`src/hdl/sec_pkg.sv`:
```
// Constants, types and frame builder for the serial EEPROM controller
package sec_pkg;
  localparam logic [7:0] SIG_VALUE = 8'ha5;
  localparam logic [6:0] SIG_LOC = 7'h00;
  localparam logic [2:0] LAST_BYTE = 3'h5;
  localparam int CLK_MHZ = 100;
  localparam int SK_HALF_NS = 500;
  localparam int SK_HALF_CYCLES = (SK_HALF_NS * CLK_MHZ + 999) / 1000;
  localparam int TIMEOUT_MS = 30;
  localparam int TIMEOUT_CYCLES = TIMEOUT_MS * CLK_MHZ * 1000;
  localparam logic [4:0] SHORT_BITS = 5'h0a;
  localparam logic [4:0] LONG_BITS = 5'h12;
  // APB byte offsets
  localparam logic [7:0] CMD_OFS = 8'h00;
  localparam logic [7:0] DATA_OFS = 8'h04;
  localparam logic [7:0] STA_LO_OFS = 8'h08;
  localparam logic [7:0] STA_HI_OFS = 8'h0c;
  localparam logic [7:0] PIN_OFS = 8'h10;
  // Command register fields
  localparam int BUSY_BIT = 31;
  localparam int CODE_MSB = 30;
  localparam int CODE_LSB = 28;
  localparam int TO_BIT = 9;
  localparam int LOADED_BIT = 8;
  localparam int ADDR_MSB = 6;
  // Pin configuration fields
  localparam int PIN_DIS_BIT = 0;
  localparam int PIN_MON_BIT = 1;
  localparam int GPO_DATA_BIT = 2;
  localparam int GPO_CLK_BIT = 3;
  localparam int SOFT_RST_BIT = 8;
  // Serial opcodes
  localparam logic START_BIT = 1'b1;
  localparam logic [1:0] OP_READ = 2'h2;
  localparam logic [1:0] OP_WRITE = 2'h1;
  localparam logic [1:0] OP_ERASE = 2'h3;
  localparam logic [1:0] OP_SPECIAL = 2'h0;
  localparam logic [1:0] SUB_ERASE_WRITE_ENABLE_CMD = 2'h3;
  localparam logic [1:0] SUB_ERASE_WRITE_DISABLE_CMD = 2'h0;
  localparam logic [1:0] SUB_ERASE_ALL_CMD = 2'h2;
  localparam logic [1:0] SUB_WRITE_ALL_CMD = 2'h1;

  typedef enum logic [2:0] {
    CMD_READ, CMD_ERASE_WRITE_DISABLE_CMD, CMD_ERASE_WRITE_ENABLE_CMD, CMD_WRITE,
    CMD_WRITE_ALL_CMD, CMD_ERASE, CMD_ERASE_ALL_CMD, CMD_RELOAD
  } sec_cmd_t;

  typedef struct packed {
    logic [17:0] bits;
    logic [4:0] len;
    logic rd;
    logic poll;
  } sec_frame_t;

  typedef struct packed {
    logic cs;
    logic sk;
    logic dout;
    logic oe;
  } sec_pins_t;

  // Left-aligned frame, start bit first
  function automatic sec_frame_t sec_build(input sec_cmd_t cmd,
      input logic [6:0] addr, input logic [7:0] data);
    sec_frame_t f;
    logic [1:0] op;
    logic [6:0] a;
    f = '0;
    op = OP_SPECIAL;
    a = addr;
    f.len = SHORT_BITS;
    unique case (cmd)
      CMD_READ, CMD_RELOAD: begin
        op = OP_READ;
        f.len = LONG_BITS;
        f.rd = 1'b1;
      end
      CMD_WRITE: begin
        op = OP_WRITE;
        f.len = LONG_BITS;
        f.poll = 1'b1;
      end
      CMD_ERASE: begin
        op = OP_ERASE;
        f.poll = 1'b1;
      end
      CMD_WRITE_ALL_CMD: begin
        a = {SUB_WRITE_ALL_CMD, 5'h00};
        f.len = LONG_BITS;
        f.poll = 1'b1;
      end
      CMD_ERASE_ALL_CMD: begin
        a = {SUB_ERASE_ALL_CMD, 5'h00};
        f.poll = 1'b1;
      end
      CMD_ERASE_WRITE_ENABLE_CMD: a = {SUB_ERASE_WRITE_ENABLE_CMD, 5'h00};
      CMD_ERASE_WRITE_DISABLE_CMD: a = {SUB_ERASE_WRITE_DISABLE_CMD, 5'h00};
    endcase
    f.bits = {START_BIT, op, a, data};
    return f;
  endfunction : sec_build
endpackage : sec_pkg

```
`src/hdl/sec_serial.sv`:
```
// Three-wire serial shifter with ready polling
module sec_serial (
  input wire logic pclk,
  input wire logic presetn,
  input wire logic start,
  input wire sec_pkg::sec_frame_t frame,
  input wire logic abort,
  input wire logic din,
  output logic done,
  output logic [7:0] rx_byte,
  output sec_pkg::sec_pins_t pins
);
  typedef enum logic [1:0] {S_IDLE, S_SHIFT, S_GAP, S_POLL} sec_sst_t;
  localparam logic [6:0] HALF_LAST = 7'(sec_pkg::SK_HALF_CYCLES - 1);
  localparam logic [4:0] CMD_BITS = sec_pkg::SHORT_BITS;

  sec_sst_t state;
  logic [6:0] hcnt;
  logic tick;
  logic [17:0] sh;
  logic [4:0] sent;
  logic [4:0] len;
  logic rd;
  logic poll;
  logic [2:0] sync;
  logic din_q;

  assign tick = (hcnt == HALF_LAST);

  // Only the agreeing later stages are looked at
  always_ff @(posedge pclk or negedge presetn) begin
    if (!presetn) begin
      sync <= 3'h0;
      din_q <= 1'b0;
    end else begin
      sync <= {sync[1:0], din};
      if (sync[1] == sync[2]) begin
        din_q <= sync[2];
      end
    end
  end

  always_ff @(posedge pclk or negedge presetn) begin
    if (!presetn) begin
      hcnt <= 7'h00;
    end else if (state == S_IDLE || start || tick) begin
      hcnt <= 7'h00;
    end else begin
      hcnt <= hcnt + 7'h01;
    end
  end

  always_ff @(posedge pclk or negedge presetn) begin
    if (!presetn) begin
      state <= S_IDLE;
      pins <= '0;
      sh <= 18'h00000;
      sent <= 5'h00;
      len <= 5'h00;
      rd <= 1'b0;
      poll <= 1'b0;
      done <= 1'b0;
      rx_byte <= 8'h00;
    end else begin
      done <= 1'b0;
      if (abort) begin
        state <= S_IDLE;
        pins <= '0;
      end else begin
        unique case (state)
          S_IDLE: begin
            if (start) begin
              sh <= {frame.bits[16:0], 1'b0};
              pins <= '{cs: 1'b1, sk: 1'b0, dout: frame.bits[17],
                        oe: 1'b1};
              sent <= 5'h00;
              len <= frame.len;
              rd <= frame.rd;
              poll <= frame.poll;
              state <= S_SHIFT;
            end
          end
          S_SHIFT: begin
            if (tick && !pins.sk) begin
              pins.sk <= 1'b1;
              rx_byte <= {rx_byte[6:0], din_q};
            end else if (tick) begin
              pins.sk <= 1'b0;
              sent <= sent + 5'h01;
              pins.dout <= sh[17];
              sh <= {sh[16:0], 1'b0};
              // Read data phase: release the line
              pins.oe <= !(rd && (sent + 5'h01 >= CMD_BITS));
              if (sent + 5'h01 == len) begin
                pins <= '0;
                state <= poll ? S_GAP : S_IDLE;
                done <= !poll;
              end
            end
          end
          S_GAP: begin
            if (tick) begin
              pins.cs <= 1'b1;
              state <= S_POLL;
            end
          end
          S_POLL: begin
            // Busy shows low on the line until programmed
            if (tick && din_q) begin
              pins.cs <= 1'b0;
              done <= 1'b1;
              state <= S_IDLE;
            end
          end
        endcase
      end
    end
  end
endmodule : sec_serial

```
`src/hdl/sec_ctrl.sv`:
```
// Serial EEPROM controller top with APB registers
// Operation
// - After any reset read location 00h; present only if it holds A5h.
// - On match read next six bytes into station address, byte 0 first.
// - After six bytes set the address-loaded flag.
// - Bad signature stops loading; station address untouched, flag clear.
// - Reload command repeats signature check and load; fails without A5h.
// - Successful reload sets the load-success flag.
// - Setting busy starts a command; busy clears when it finishes.
// - Read places the addressed byte into the data register.
// - No response within 30ms abandons the command and sets timeout.
// - Erase clears the single addressed location.
// - Erase-all starts a bulk erase of the whole array.
// - Write stores the data byte at the addressed location.
// - Write-all stores the data byte in every location.
// - Ten serial clocks for short commands, eighteen for data ones.
// - Memory is 128 bytes, seven-bit location address.
// - With the interface disabled the pins serve as outputs or monitors.
module sec_ctrl #(
  parameter int TIMEOUT_CYCLES = sec_pkg::TIMEOUT_CYCLES
) (
  input wire logic pclk,
  input wire logic presetn,
  input wire logic psel,
  input wire logic penable,
  input wire logic pwrite,
  input wire logic [7:0] paddr,
  input wire logic [31:0] pwdata,
  output logic [31:0] prdata,
  output logic pready,
  output logic pslverr,
  input wire logic [1:0] media_monitor,
  input wire logic serial_memory_data_pin_in,
  output logic serial_memory_data_pin_out,
  output logic serial_memory_data_pin_oe,
  output logic serial_memory_clock_pin,
  output logic serial_memory_select_pin,
  output logic [47:0] station_address
);
  typedef enum logic [1:0] {ST_IDLE, ST_SIG, ST_ADDR, ST_CMD} sec_st_t;
  localparam logic [21:0] TO_LAST = 22'(TIMEOUT_CYCLES - 1);

  sec_st_t state;
  logic command_busy_flag;
  logic response_timeout_flag;
  logic station_addr_loaded_flag;
  sec_pkg::sec_cmd_t command_code_field;
  logic [6:0] location_address_field;
  logic [7:0] eeprom_byte_reg;
  logic [31:0] station_address_low;
  logic [15:0] station_address_high;
  logic [3:0] pin_cfg;
  logic load_pending;
  logic [2:0] idx;
  logic [21:0] tcnt;
  logic to_hit;
  logic ser_start;
  sec_pkg::sec_frame_t ser_frame;
  logic ser_done;
  logic [7:0] ser_rx;
  sec_pkg::sec_pins_t ser_pins;
  logic wr_en;
  logic rd_setup;
  logic cmd_go;
  logic byte_ev;
  logic load_ok;
  logic read_ok;
  logic load_start;

  function automatic logic mapped(input logic [7:0] a);
    return a == sec_pkg::CMD_OFS || a == sec_pkg::DATA_OFS ||
           a == sec_pkg::STA_LO_OFS || a == sec_pkg::STA_HI_OFS ||
           a == sec_pkg::PIN_OFS;
  endfunction : mapped

  assign wr_en = psel && penable && pready && pwrite && mapped(paddr);
  assign rd_setup = psel && !penable && !pready;
  assign cmd_go = wr_en && paddr == sec_pkg::CMD_OFS &&
                  pwdata[sec_pkg::BUSY_BIT] && !command_busy_flag;
  assign to_hit = (state != ST_IDLE) && (tcnt == TO_LAST);
  assign byte_ev = (state == ST_ADDR) && ser_done;
  assign load_ok = byte_ev && idx == sec_pkg::LAST_BYTE;
  assign read_ok = (state == ST_CMD) && ser_done &&
                   command_code_field == sec_pkg::CMD_READ;
  assign load_start = (state == ST_IDLE) && !command_busy_flag &&
                      load_pending;

  sec_serial u_serial (
    .pclk(pclk),
    .presetn(presetn),
    .start(ser_start),
    .frame(ser_frame),
    .abort(to_hit),
    .din(serial_memory_data_pin_in),
    .done(ser_done),
    .rx_byte(ser_rx),
    .pins(ser_pins)
  );

  // APB: one wait-free access phase, data ready at its first edge
  always_ff @(posedge pclk or negedge presetn) begin
    if (!presetn) begin
      pready <= 1'b0;
      pslverr <= 1'b0;
      prdata <= 32'h00000000;
    end else begin
      pready <= rd_setup;
      pslverr <= rd_setup && !mapped(paddr);
      prdata <= 32'h00000000;
      if (rd_setup && !pwrite) begin
        unique case (paddr)
          sec_pkg::CMD_OFS: begin
            prdata[sec_pkg::BUSY_BIT] <= command_busy_flag;
            prdata[sec_pkg::CODE_MSB:sec_pkg::CODE_LSB] <=
              command_code_field;
            prdata[sec_pkg::TO_BIT] <= response_timeout_flag;
            prdata[sec_pkg::LOADED_BIT] <= station_addr_loaded_flag;
            prdata[sec_pkg::ADDR_MSB:0] <= location_address_field;
          end
          sec_pkg::DATA_OFS: prdata[7:0] <= eeprom_byte_reg;
          sec_pkg::STA_LO_OFS: prdata <= station_address_low;
          sec_pkg::STA_HI_OFS: prdata[15:0] <= station_address_high;
          sec_pkg::PIN_OFS: prdata[3:0] <= pin_cfg;
          default: prdata <= 32'h00000000;
        endcase
      end
    end
  end

  // Fields are frozen while busy, so a late write cannot skew a command
  always_ff @(posedge pclk or negedge presetn) begin
    if (!presetn) begin
      command_code_field <= sec_pkg::CMD_READ;
      location_address_field <= 7'h00;
    end else if (cmd_go) begin
      command_code_field <= sec_pkg::sec_cmd_t'(
        pwdata[sec_pkg::CODE_MSB:sec_pkg::CODE_LSB]);
      location_address_field <= pwdata[sec_pkg::ADDR_MSB:0];
    end
  end

  always_ff @(posedge pclk or negedge presetn) begin
    if (!presetn) begin
      load_pending <= 1'b1;
    end else if (wr_en && paddr == sec_pkg::PIN_OFS &&
                 pwdata[sec_pkg::SOFT_RST_BIT]) begin
      load_pending <= 1'b1;
    end else if (load_start) begin
      load_pending <= 1'b0;
    end
  end

  always_ff @(posedge pclk or negedge presetn) begin
    if (!presetn) begin
      pin_cfg <= 4'h0;
    end else if (wr_en && paddr == sec_pkg::PIN_OFS) begin
      pin_cfg <= pwdata[3:0];
    end
  end

  always_ff @(posedge pclk or negedge presetn) begin
    if (!presetn) begin
      tcnt <= 22'h000000;
    end else if (state == ST_IDLE || ser_start) begin
      tcnt <= 22'h000000;
    end else begin
      tcnt <= tcnt + 22'h000001;
    end
  end

  always_ff @(posedge pclk or negedge presetn) begin
    if (!presetn) begin
      state <= ST_IDLE;
      command_busy_flag <= 1'b0;
      idx <= 3'h0;
      ser_start <= 1'b0;
      ser_frame <= '0;
    end else begin
      ser_start <= 1'b0;
      unique case (state)
        ST_IDLE: begin
          if (load_start || (cmd_go && sec_pkg::sec_cmd_t'(
              pwdata[sec_pkg::CODE_MSB:sec_pkg::CODE_LSB]) ==
              sec_pkg::CMD_RELOAD)) begin
            command_busy_flag <= 1'b1;
            ser_frame <= sec_pkg::sec_build(sec_pkg::CMD_READ,
                                            sec_pkg::SIG_LOC, 8'h00);
            ser_start <= 1'b1;
            state <= ST_SIG;
          end else if (cmd_go) begin
            command_busy_flag <= 1'b1;
            ser_frame <= sec_pkg::sec_build(sec_pkg::sec_cmd_t'(
                pwdata[sec_pkg::CODE_MSB:sec_pkg::CODE_LSB]),
                pwdata[sec_pkg::ADDR_MSB:0], eeprom_byte_reg);
            ser_start <= 1'b1;
            state <= ST_CMD;
          end
        end
        ST_SIG: begin
          if (to_hit) begin
            command_busy_flag <= 1'b0;
            state <= ST_IDLE;
          end else if (ser_done && ser_rx == sec_pkg::SIG_VALUE) begin
            idx <= 3'h0;
            ser_frame <= sec_pkg::sec_build(sec_pkg::CMD_READ,
                                            7'h01, 8'h00);
            ser_start <= 1'b1;
            state <= ST_ADDR;
          end else if (ser_done) begin
            command_busy_flag <= 1'b0;
            state <= ST_IDLE;
          end
        end
        ST_ADDR: begin
          if (to_hit || load_ok) begin
            command_busy_flag <= 1'b0;
            state <= ST_IDLE;
          end else if (byte_ev) begin
            idx <= idx + 3'h1;
            ser_frame <= sec_pkg::sec_build(sec_pkg::CMD_READ,
                                            7'({idx, 1'b0} >> 1) + 7'h02,
                                            8'h00);
            ser_start <= 1'b1;
          end
        end
        ST_CMD: begin
          if (to_hit || ser_done) begin
            command_busy_flag <= 1'b0;
            state <= ST_IDLE;
          end
        end
      endcase
    end
  end

  always_ff @(posedge pclk or negedge presetn) begin
    if (!presetn) begin
      eeprom_byte_reg <= 8'h00;
    end else if (read_ok) begin
      eeprom_byte_reg <= ser_rx;
    end else if (wr_en && paddr == sec_pkg::DATA_OFS) begin
      eeprom_byte_reg <= pwdata[7:0];
    end
  end

  // byte 0 low first; loader beats a host write
  always_ff @(posedge pclk or negedge presetn) begin
    if (!presetn) begin
      station_address_low <= 32'h00000000;
      station_address_high <= 16'h0000;
    end else if (byte_ev) begin
      unique case (idx)
        3'h0: station_address_low[7:0] <= ser_rx;
        3'h1: station_address_low[15:8] <= ser_rx;
        3'h2: station_address_low[23:16] <= ser_rx;
        3'h3: station_address_low[31:24] <= ser_rx;
        3'h4: station_address_high[7:0] <= ser_rx;
        3'h5: station_address_high[15:8] <= ser_rx;
        default: station_address_high <= station_address_high;
      endcase
    end else if (wr_en && paddr == sec_pkg::STA_LO_OFS) begin
      station_address_low <= pwdata;
    end else if (wr_en && paddr == sec_pkg::STA_HI_OFS) begin
      station_address_high <= pwdata[15:0];
    end
  end

  always_ff @(posedge pclk or negedge presetn) begin
    if (!presetn) begin
      station_address <= 48'h000000000000;
    end else begin
      station_address <= {station_address_high, station_address_low};
    end
  end

  // loaded flag; cleared when the signature read completes
  always_ff @(posedge pclk or negedge presetn) begin
    if (!presetn) begin
      station_addr_loaded_flag <= 1'b0;
    end else if (load_ok) begin
      station_addr_loaded_flag <= 1'b1;
    end else if (state == ST_SIG && ser_done) begin
      station_addr_loaded_flag <= 1'b0;
    end
  end

  // timeout flag; set wins over a one-to-clear
  always_ff @(posedge pclk or negedge presetn) begin
    if (!presetn) begin
      response_timeout_flag <= 1'b0;
    end else if (to_hit) begin
      response_timeout_flag <= 1'b1;
    end else if (wr_en && paddr == sec_pkg::CMD_OFS &&
                 pwdata[sec_pkg::TO_BIT]) begin
      response_timeout_flag <= 1'b0;
    end
  end

  // pins as outputs or monitors when disabled
  always_ff @(posedge pclk or negedge presetn) begin
    if (!presetn) begin
      serial_memory_data_pin_out <= 1'b0;
      serial_memory_data_pin_oe <= 1'b0;
      serial_memory_clock_pin <= 1'b0;
      serial_memory_select_pin <= 1'b0;
    end else if (pin_cfg[sec_pkg::PIN_DIS_BIT]) begin
      serial_memory_data_pin_oe <= 1'b1;
      serial_memory_select_pin <= 1'b0;
      serial_memory_data_pin_out <= pin_cfg[sec_pkg::PIN_MON_BIT] ?
        media_monitor[0] : pin_cfg[sec_pkg::GPO_DATA_BIT];
      serial_memory_clock_pin <= pin_cfg[sec_pkg::PIN_MON_BIT] ?
        media_monitor[1] : pin_cfg[sec_pkg::GPO_CLK_BIT];
    end else begin
      serial_memory_data_pin_out <= ser_pins.dout;
      serial_memory_data_pin_oe <= ser_pins.oe;
      serial_memory_clock_pin <= ser_pins.sk;
      serial_memory_select_pin <= ser_pins.cs;
    end
  end
endmodule : sec_ctrl

```
`config.mk`:
```
export PLATFORM = sky130hd
export DESIGN_NAME = sec_ctrl
export DESIGN_NICKNAME = d
export VERILOG_FILES = /design/src/hdl/sec_pkg.sv /design/src/hdl/sec_serial.sv /design/src/hdl/sec_ctrl.sv
export SDC_FILE = /design/constraint.sdc
export NUM_CORES = 1
export LEC_CHECK = 0
export ABC_AREA = 1
export BUFFER_PORTS_ARGS = -buffer_cell sky130_fd_sc_hd__buf_4
export CORE_MARGIN = 1
export CORE_UTILIZATION = 50
export DETAILED_ROUTE_END_ITERATION = 8
export PLACE_DENSITY = 0.76
export SLEW_MARGIN = 20
export SYNTH_ARGS = -nofsm -noshare
export SYNTH_HDL_FRONTEND = slang
export SYNTH_SLANG_ARGS = --single-unit
```
`constraint.sdc`:
```
create_clock -name pclk -period 6.1 [get_ports pclk]
set_clock_uncertainty 0.05 [all_clocks]
set_input_delay 1.22 -clock pclk [delete_from_list [all_inputs] [get_ports pclk]]
set_output_delay 1.22 -clock pclk [all_outputs]
set_load 0.05 [all_outputs]
```
# After elaboration in Yosys (flattened, before gate mapping)
# Cells that the tools add are included.
# Widths: inputs -> output; s select.
totals:
  word_cells: 299
  input_bits: 48
  regBits: 269
  out_inout_bits: 86
classes:
  reduce_logical: 84
  muxes: 109
  bitwise_logic: 1
  n_eq_ne: 54
  n_addsub: 5
  magnitude_cmp: 1
ops:
  columns: ["cell", "n"]
  rows:
  - ["$mux 25", 6]
  - ["$mux 32", 3]
  - ["$pmux 25 s3", 1]
  - ["$mux 8", 8]
  - ["$mux 18", 3]
  - ["$mux 16", 3]
  - ["$mux 1", 36]
  - ["$pmux 18 s2", 1]
  - ["$mux 2", 16]
  - ["$logic_and 1x1->1", 30]
  - ["$pmux 7 s4", 1]
  - ["$add 22x1->22 const B", 1]
  - ["$eq 22x22->1 const B", 1]
  - ["$mux 22", 1]
  - ["$mux 5", 4]
  - ["$pmux 4 s5", 1]
  - ["$eq 3x3->1 const B", 6]
  - ["$ne 2x1->1 const B", 9]
  - ["$ne 3x2->1 const B", 6]
  - ["$reduce_bool 2->1", 9]
  - ["$eq 8x4->1 const B", 2]
  - ["$mux 4", 4]
  - ["$pmux 2 s4", 2]
  - ["$reduce_and 3->1", 5]
  - ["44 further kinds", 95]

# Logic depth before layout (Yosys ltp)
depth:
  word_depth: 13
  depth_mapped: 16

# By module
# Synthesis repeated with hierarchy kept, for this count alone.
hier_totals:
  hier_cells: 1291
  area_unflattened_um2: 11737.5
modules_own_cells:
  columns: ["mod", "seq_area_each_um2", "cells_each", "n_inst", "area_per_inst_um2"]
  rows:
  - ["sec_ctrl", 5256.3, 998, 1, 9103.7]
  - ["sec_serial", 1351.3, 293, 1, 2633.8]

# Least setup slack after synthesis
# OpenSTA, ideal clock, no wires.
synth_path:
  kind: "input to register"
  startpoint: "input paddr[6]"
  endpoint: "register ser_frame[0] (netlist bit)"
  setup_time_ps: 121
  arrival_ps: 2462
  slack_ps: 3467
  required_ps: 5929
  stages: 11
  n_path_buf: 1
  path_cell_list: "inv_1 nand2_1 nor2_4 o211ai_1 nand3_2 nand4_2 nand2_2 nand2_2 nand2_2 buf_4 o21ai_2"
synth_between:
  elab_chain_len: 13
  elab_cells_between_ends: 19
  cone_classes: "5 x eq/ne; 2 x mux; 12 x reduce/logical"
synth_lines:
  columns: ["item", "line_no", "text"]
  rows:
  - ["from (decl)", "sec_ctrl.sv:27", "input wire logic [7:0] paddr,"]
  - ["$eq 8x3->1 / $logic_not 8->1 (equally long branches)", "sec_ctrl.sv:71, sec_ctrl.sv:78", null]
  - ["$logic_or 1x1->1 (2 in a row)", "sec_ctrl.sv:71", "return a == sec_pkg::CMD_OFS || a == sec_pkg::DATA_OFS ||"]
  - ["$logic_or 1x1->1 (2 in a row)", "sec_ctrl.sv:72", "a == sec_pkg::STA_LO_OFS || a == sec_pkg::STA_HI_OFS ||"]
  - ["$logic_and 1x1->1", "sec_ctrl.sv:76", "assign wr_en = psel && penable && pready && pwrite && mapped(paddr);"]
  - ["$logic_and 1x1->1 (*) (2 in a row)", "sec_ctrl.sv:78", "assign cmd_go = wr_en && paddr == sec_pkg::CMD_OFS &&"]
  - ["$logic_and 1x1->1 (*)", "sec_ctrl.sv:79", "pwdata[sec_pkg::BUSY_BIT] && !command_busy_flag;"]
  - ["$logic_and 1x1->1", "sec_ctrl.sv:182", "if (load_start || (cmd_go && sec_pkg::sec_cmd_t'("]
  - ["$logic_or 1x1->1", "sec_ctrl.sv:182", null]
  - ["$ne 3x2->1 (no line) / $mux 25 (equally long branches)", null, null]
  - ["$reduce_and 6->1 (no line) / $pmux 25 s3 (equally long branches)", null, null]
  - ["to (signal assigned)", "sec_ctrl.sv:186", "ser_frame <= sec_pkg::sec_build(sec_pkg::CMD_READ,"]
  - ["to (signal assigned)", "sec_ctrl.sv:192", "ser_frame <= sec_pkg::sec_build(sec_pkg::sec_cmd_t'("]
  - ["to (signal assigned)", "sec_ctrl.sv:205", "ser_frame <= sec_pkg::sec_build(sec_pkg::CMD_READ,"]
  - ["to (decl)", "sec_ctrl.sv:58", "sec_pkg::sec_frame_t ser_frame;"]
# Every way passes the cells marked *; elsewhere a longest branch is shown, timed or not.
# A chain may end at the register's enable or synchronous reset.

# Worst setup path in the final report
layout_path:
  startpoint: "register state[0]"
  endpoint: "register ser_frame[23] (netlist bit)"
layout_between:
  elab_chain_len: 6
  elab_cells_between_ends: 20
  cone_classes: "7 x eq/ne; 2 x mux; 11 x reduce/logical"
layout_lines:
  columns: ["item", "line_no", "text"]
  rows:
  - ["from (decl)", "sec_ctrl.sv:43", "sec_st_t state;"]
  - ["from (signal assigned)", "sec_ctrl.sv:173", "state <= ST_IDLE;"]
  - ["from (signal assigned)", "sec_ctrl.sv:189", "state <= ST_SIG;"]
  - ["from (signal assigned)", "sec_ctrl.sv:196", "state <= ST_CMD;"]
  - ["$eq 2x2->1 / $logic_not 2->1 (equally long branches)", "sec_ctrl.sv:81, sec_ctrl.sv:180, sec_ctrl.sv:85", null]
  - ["$logic_and 1x1->1 (on tied branches)", "sec_ctrl.sv:81, sec_ctrl.sv:85", null]
  - ["$logic_and 1x1->1 (on tied branches)", "sec_ctrl.sv:82, sec_ctrl.sv:85", null]
  - ["$logic_or 1x1->1 (on tied branches)", "sec_ctrl.sv:215, sec_ctrl.sv:182", null]
  - ["$ne 2x2->1 (no line) (tied with other cells)", null, null]
  - ["$reduce_and 6->1 (no line) / $pmux 25 s3 (equally long branches)", null, null]
  - ["to (signal assigned)", "sec_ctrl.sv:192", null]
  - ["to (signal assigned)", "sec_ctrl.sv:205", null]
  - ["to (signal assigned)", "sec_ctrl.sv:220", "ser_frame <= sec_pkg::sec_build(sec_pkg::CMD_READ,"]
# Several ways; a longest one is shown, not always the timed one.

==> impl_metrics.py <==
metrics = {
    "power": {
        "netSwitchingPower_mw": 0.760,
        "cellLeakagePower_nw": 6.55,
        "power_mw": 3.56,
        "ir_drop_mv": 0.187,
        "p_comb_share_pct": 2.9,
        "power_density_mw_per_mm2": 260,
        "clock_power_share_pct": 47.9,
        "swShare_pct": 21.4,
        "p_int_mw": 2.80,
        "p_seq_share_pct": 49.2,
    },
    "yosys": {
        "synth_cell_types": 51,
        "synth-compound-area-share_pct": 11.5,
        "ys.warnings.count": 0,
        "synth_seq_area_share_pct": 57.0,
        "synthMuxAreaShare_pct": 0.0975,
        "ys_seq_elements": 263,
        "synth_top_family_by_area": "simple AND/OR/NAND/NOR gates",
        "synth-xor-area-share_pct": 0.455,
        "synthCells": 1275,
        "synth_top_area_cell": "dfrtp_1",
        "synth_nets": 1344,
        "synth-edff-count": 0,
        "synth_simple_gate_area_share_pct": 22.1,
        "synth_top_area_share_pct": 56.7,
        "synthFlopType": "dfrtp_1",
        "yosys-top-cells-area": "dfrtp_1, nand2_1, inv_1, o21ai_0, nand3_1",
        "synth_area_mm2": 0.0116,
        "synthAdderAreaFrac_pct": 2.36,
        "synthArstFlopShare_pct": 100,
        "avgSynthCellArea_um2": 9.06,
    },
    "clocking": {
        "clockBufferDepth": 3,
        "cts_setup_buffers": 0,
        "cts_sinks": 263,
        "clk_latency_ps": 530,
        "cts_buffers": 27,
        "cts_resized": 0,
        "cts_tree": "done",
        "htreeDepth": 1,
        "cts.clk_slew.worst_paths_ps": 60,
        "hold_buffers": 0,
        "clockRootBuffer": "clkbuf_16",
    },
    "floorplanning": {
        "io_pins": 134,
        "die_width_um": 154,
        "die_area_mm2": 0.0237,
        "die_h_um": 154,
        "core_area_mm2": 0.0226,
        "start_util_pct": 51.0,
        "floorplan.rows": 55,
    },
    "sta": {
        "period_minus_slack_ps": 3210,
        "tightest_slew_ps": 954,
        "whs_ps": 310,
        "tns_ps": 0,
        "hold_violations": 0,
        "slew-limit-headroom_pct": 36.4,
        "slew_violations": 0,
        "rsz0062_at_grt": "no",
        "fmax_mhz": 312,
        "setup_viol": 0,
        "period_share_pct": 52.6,
    },
    "setup_path": {
        "cp_slowest_cell": "inv_2",
        "critPathBufInv": 3,
        "cp_common_cell": "nand2_2",
        "startpoint_type": "register",
        "crit_type": "register to register",
        "critical_path_arrival_ps": 3570,
        "critPathRequiredTime_ps": 6460,
        "endpoint_kind": "register",
        "path_max_fanout": 27,
        "critPathTopFamily": "simple AND/OR/NAND/NOR gates",
        "crit_chain": "inv_1, ha_1, nand2_2, inv_2, nand3_2, nand2_2, nand2_2, nand2_4, nor2_8, nand2_8, inv_2, nand2_1, nand2_1",
        "worst_path_largest_cell_delay_ps": 480,
    },
    "global_routing": {
        "grt_pass1_wl_um": 45700,
        "overflow": 0,
        "antenna_found_initial": 1,
        "grt_usage_pct": 24.2,
        "grt_pass1_vias": 8995,
        "grt_max_degree": 140,
    },
    "drt": {
        "dr.pass1.iters": 6,
        "drt_iter0_drc": 612,
        "drc": 0,
        "num_vias": 9334,
        "wirelength_um": 28300,
        "drt.antenna.violating_nets": 0,
        "viasPerCell": 5.46,
        "avgRoutedWirePerCell_um": 16.5,
    },
    "final_layout": {
        "largest_register_ff_count": 48,
        "top_register": "station_address",
        "antennaDiodeCount": 0,
        "reg.largest.list": "station_address (48), prdata (32), station_address_low (32)",
        "layout-drive-gt1-share_pct": 17.6,
        "nNetsFinal": 1472,
        "syn2layout_area_growth_pct": 18.2,
        "finish.utilization_pct": 60.3,
    },
    "placement": {
        "io_buffers": 133,
        "place.detailed.hpwl_um": 20000,
        "place.gp.congestion": 0.872,
    },
    "job": {
        "max-cap-violations": 0,
    },
    "status": {
        "status": "finished, final reports clean",
    },
    "min_path": {
        "hold_class": "register to register",
    },
}
## cells by family after synthesis
family / Yosys count
AO/OA/AOI/OAI: 231
XOR/XNOR: 6
buffers and inverters: 181
adder cells (fa/ha/maj): 22
multiplexers: 1
flip-flops: 263
AND/OR/NAND/NOR: 571
## path summary, 6_finish.rpt
path / endpoint / slack, ps / depth (start not counted) / start
max in group asynchronous: prdata[21]$_DFF_PN0_ / 4100 / 2 / presetn
max: ser_frame[23]$_DFFE_PN0P_ / 2890 / 13 / state[0]$_DFFE_PN0P_
min reg2reg: u_serial.sync[1]$_DFF_PN0_ / 310 / 0 / u_serial.sync[0]$_DFF_PN0_
min: u_serial.sync[1]$_DFF_PN0_ / 310 / 0 / u_serial.sync[0]$_DFF_PN0_
min in group asynchronous: u_serial.sh[6]$_DFFE_PN0P_ / 690 / 1 / presetn
max reg2reg: ser_frame[23]$_DFFE_PN0P_ / 2890 / 13 / state[0]$_DFFE_PN0P_
## through the flow
step                      setup WS, ps  area (um^2)  cells
after global placement            2540        12700   1659
final                             2890        13700   1708
after global routing              2650        13700   1708
after floorplan                   3470        11600   1275
after detailed placement          2390        12700   1659
after CTS                         2940        13700   1708
## routing by layer
metal | track usage (%) | share of wire, %
met5 | 0 | 0.046
met3 | 4.93 | 6.5
met1 | 31.3 | 42
met4 | 8.90 | 3.2
met2 | 40.2 | 48
## cells in the mapped netlist, types with 6 or more instances
master and n:
nand2_1 339, dfrtp_1 262, inv_1 129, o21ai_0 90, nand3_1 75, nor2_1 57, a21oi_1 50, nor3_1 37
o21ai_1 27, ha_1 21, o211ai_1 19, nand4_1 18, clkbuf_1 16, o21ai_2 15, inv_2 13, nand2_2 11
a31oi_1 10, o22ai_1 9, buf_4 7, nor4_1 7, buf_2 6
## worst register-to-register path, stage by stage (launching register included)
cell     delay (ps)
dfrtp_1         430
inv_1           110
ha_1            400
nand2_2         450
inv_2           480
nand3_2         330
nand2_2         180
nand2_2          80
nand2_4         100
nor2_8           70
nand2_8         170
inv_2           120
nand2_1          80
nand2_1          50
## cells in the final DEF (no fill, tap or decap), types with 3 or more instances in the layout
master and instances:
xor2_1 4, or2_2 4, nand3_1 75, buf_4 133, o21ai_1 27, nor4_1 7
o21ai_2 15, nand3_2 5, a21oi_1 50, bufinv_16 4, a31oi_1 10, o21ai_0 90
a211oi_1 3, dfrtp_1 262, clkinv_2 12, nor3b_1 3, nor2_1 57, nor2_4 4
o31ai_1 3, nand4_1 18, nand2_2 11, clkbuf_16 27, inv_1 129, o22ai_1 9
o211ai_1 19, nor3_1 37, ha_1 21, clkbuf_8 3, inv_2 13, nand2_1 339
## area by class of cell
class	count	area, um^2
fill	1896	8980
multi-input combinational	831	4220
clock buffer	31	721
tap	285	357
timing repair buffer	135	1030
sequential	263	6580
clock inverter	18	199
inverter	145	546
## power by group through the flow
stage	combinational (mW)	sequential, mW	clock, mW
2_1_floorplan	0.0279	1.78	0
3_3_place_gp	0.105	1.78	0
3_5_place_dp	0.107	1.78	0
4_1_cts	0.108	1.75	1.72
5_1_grt	0.119	1.75	1.79
6_report	0.105	1.75	1.70
No activity file was read; power rests on OpenSTA's default activity.
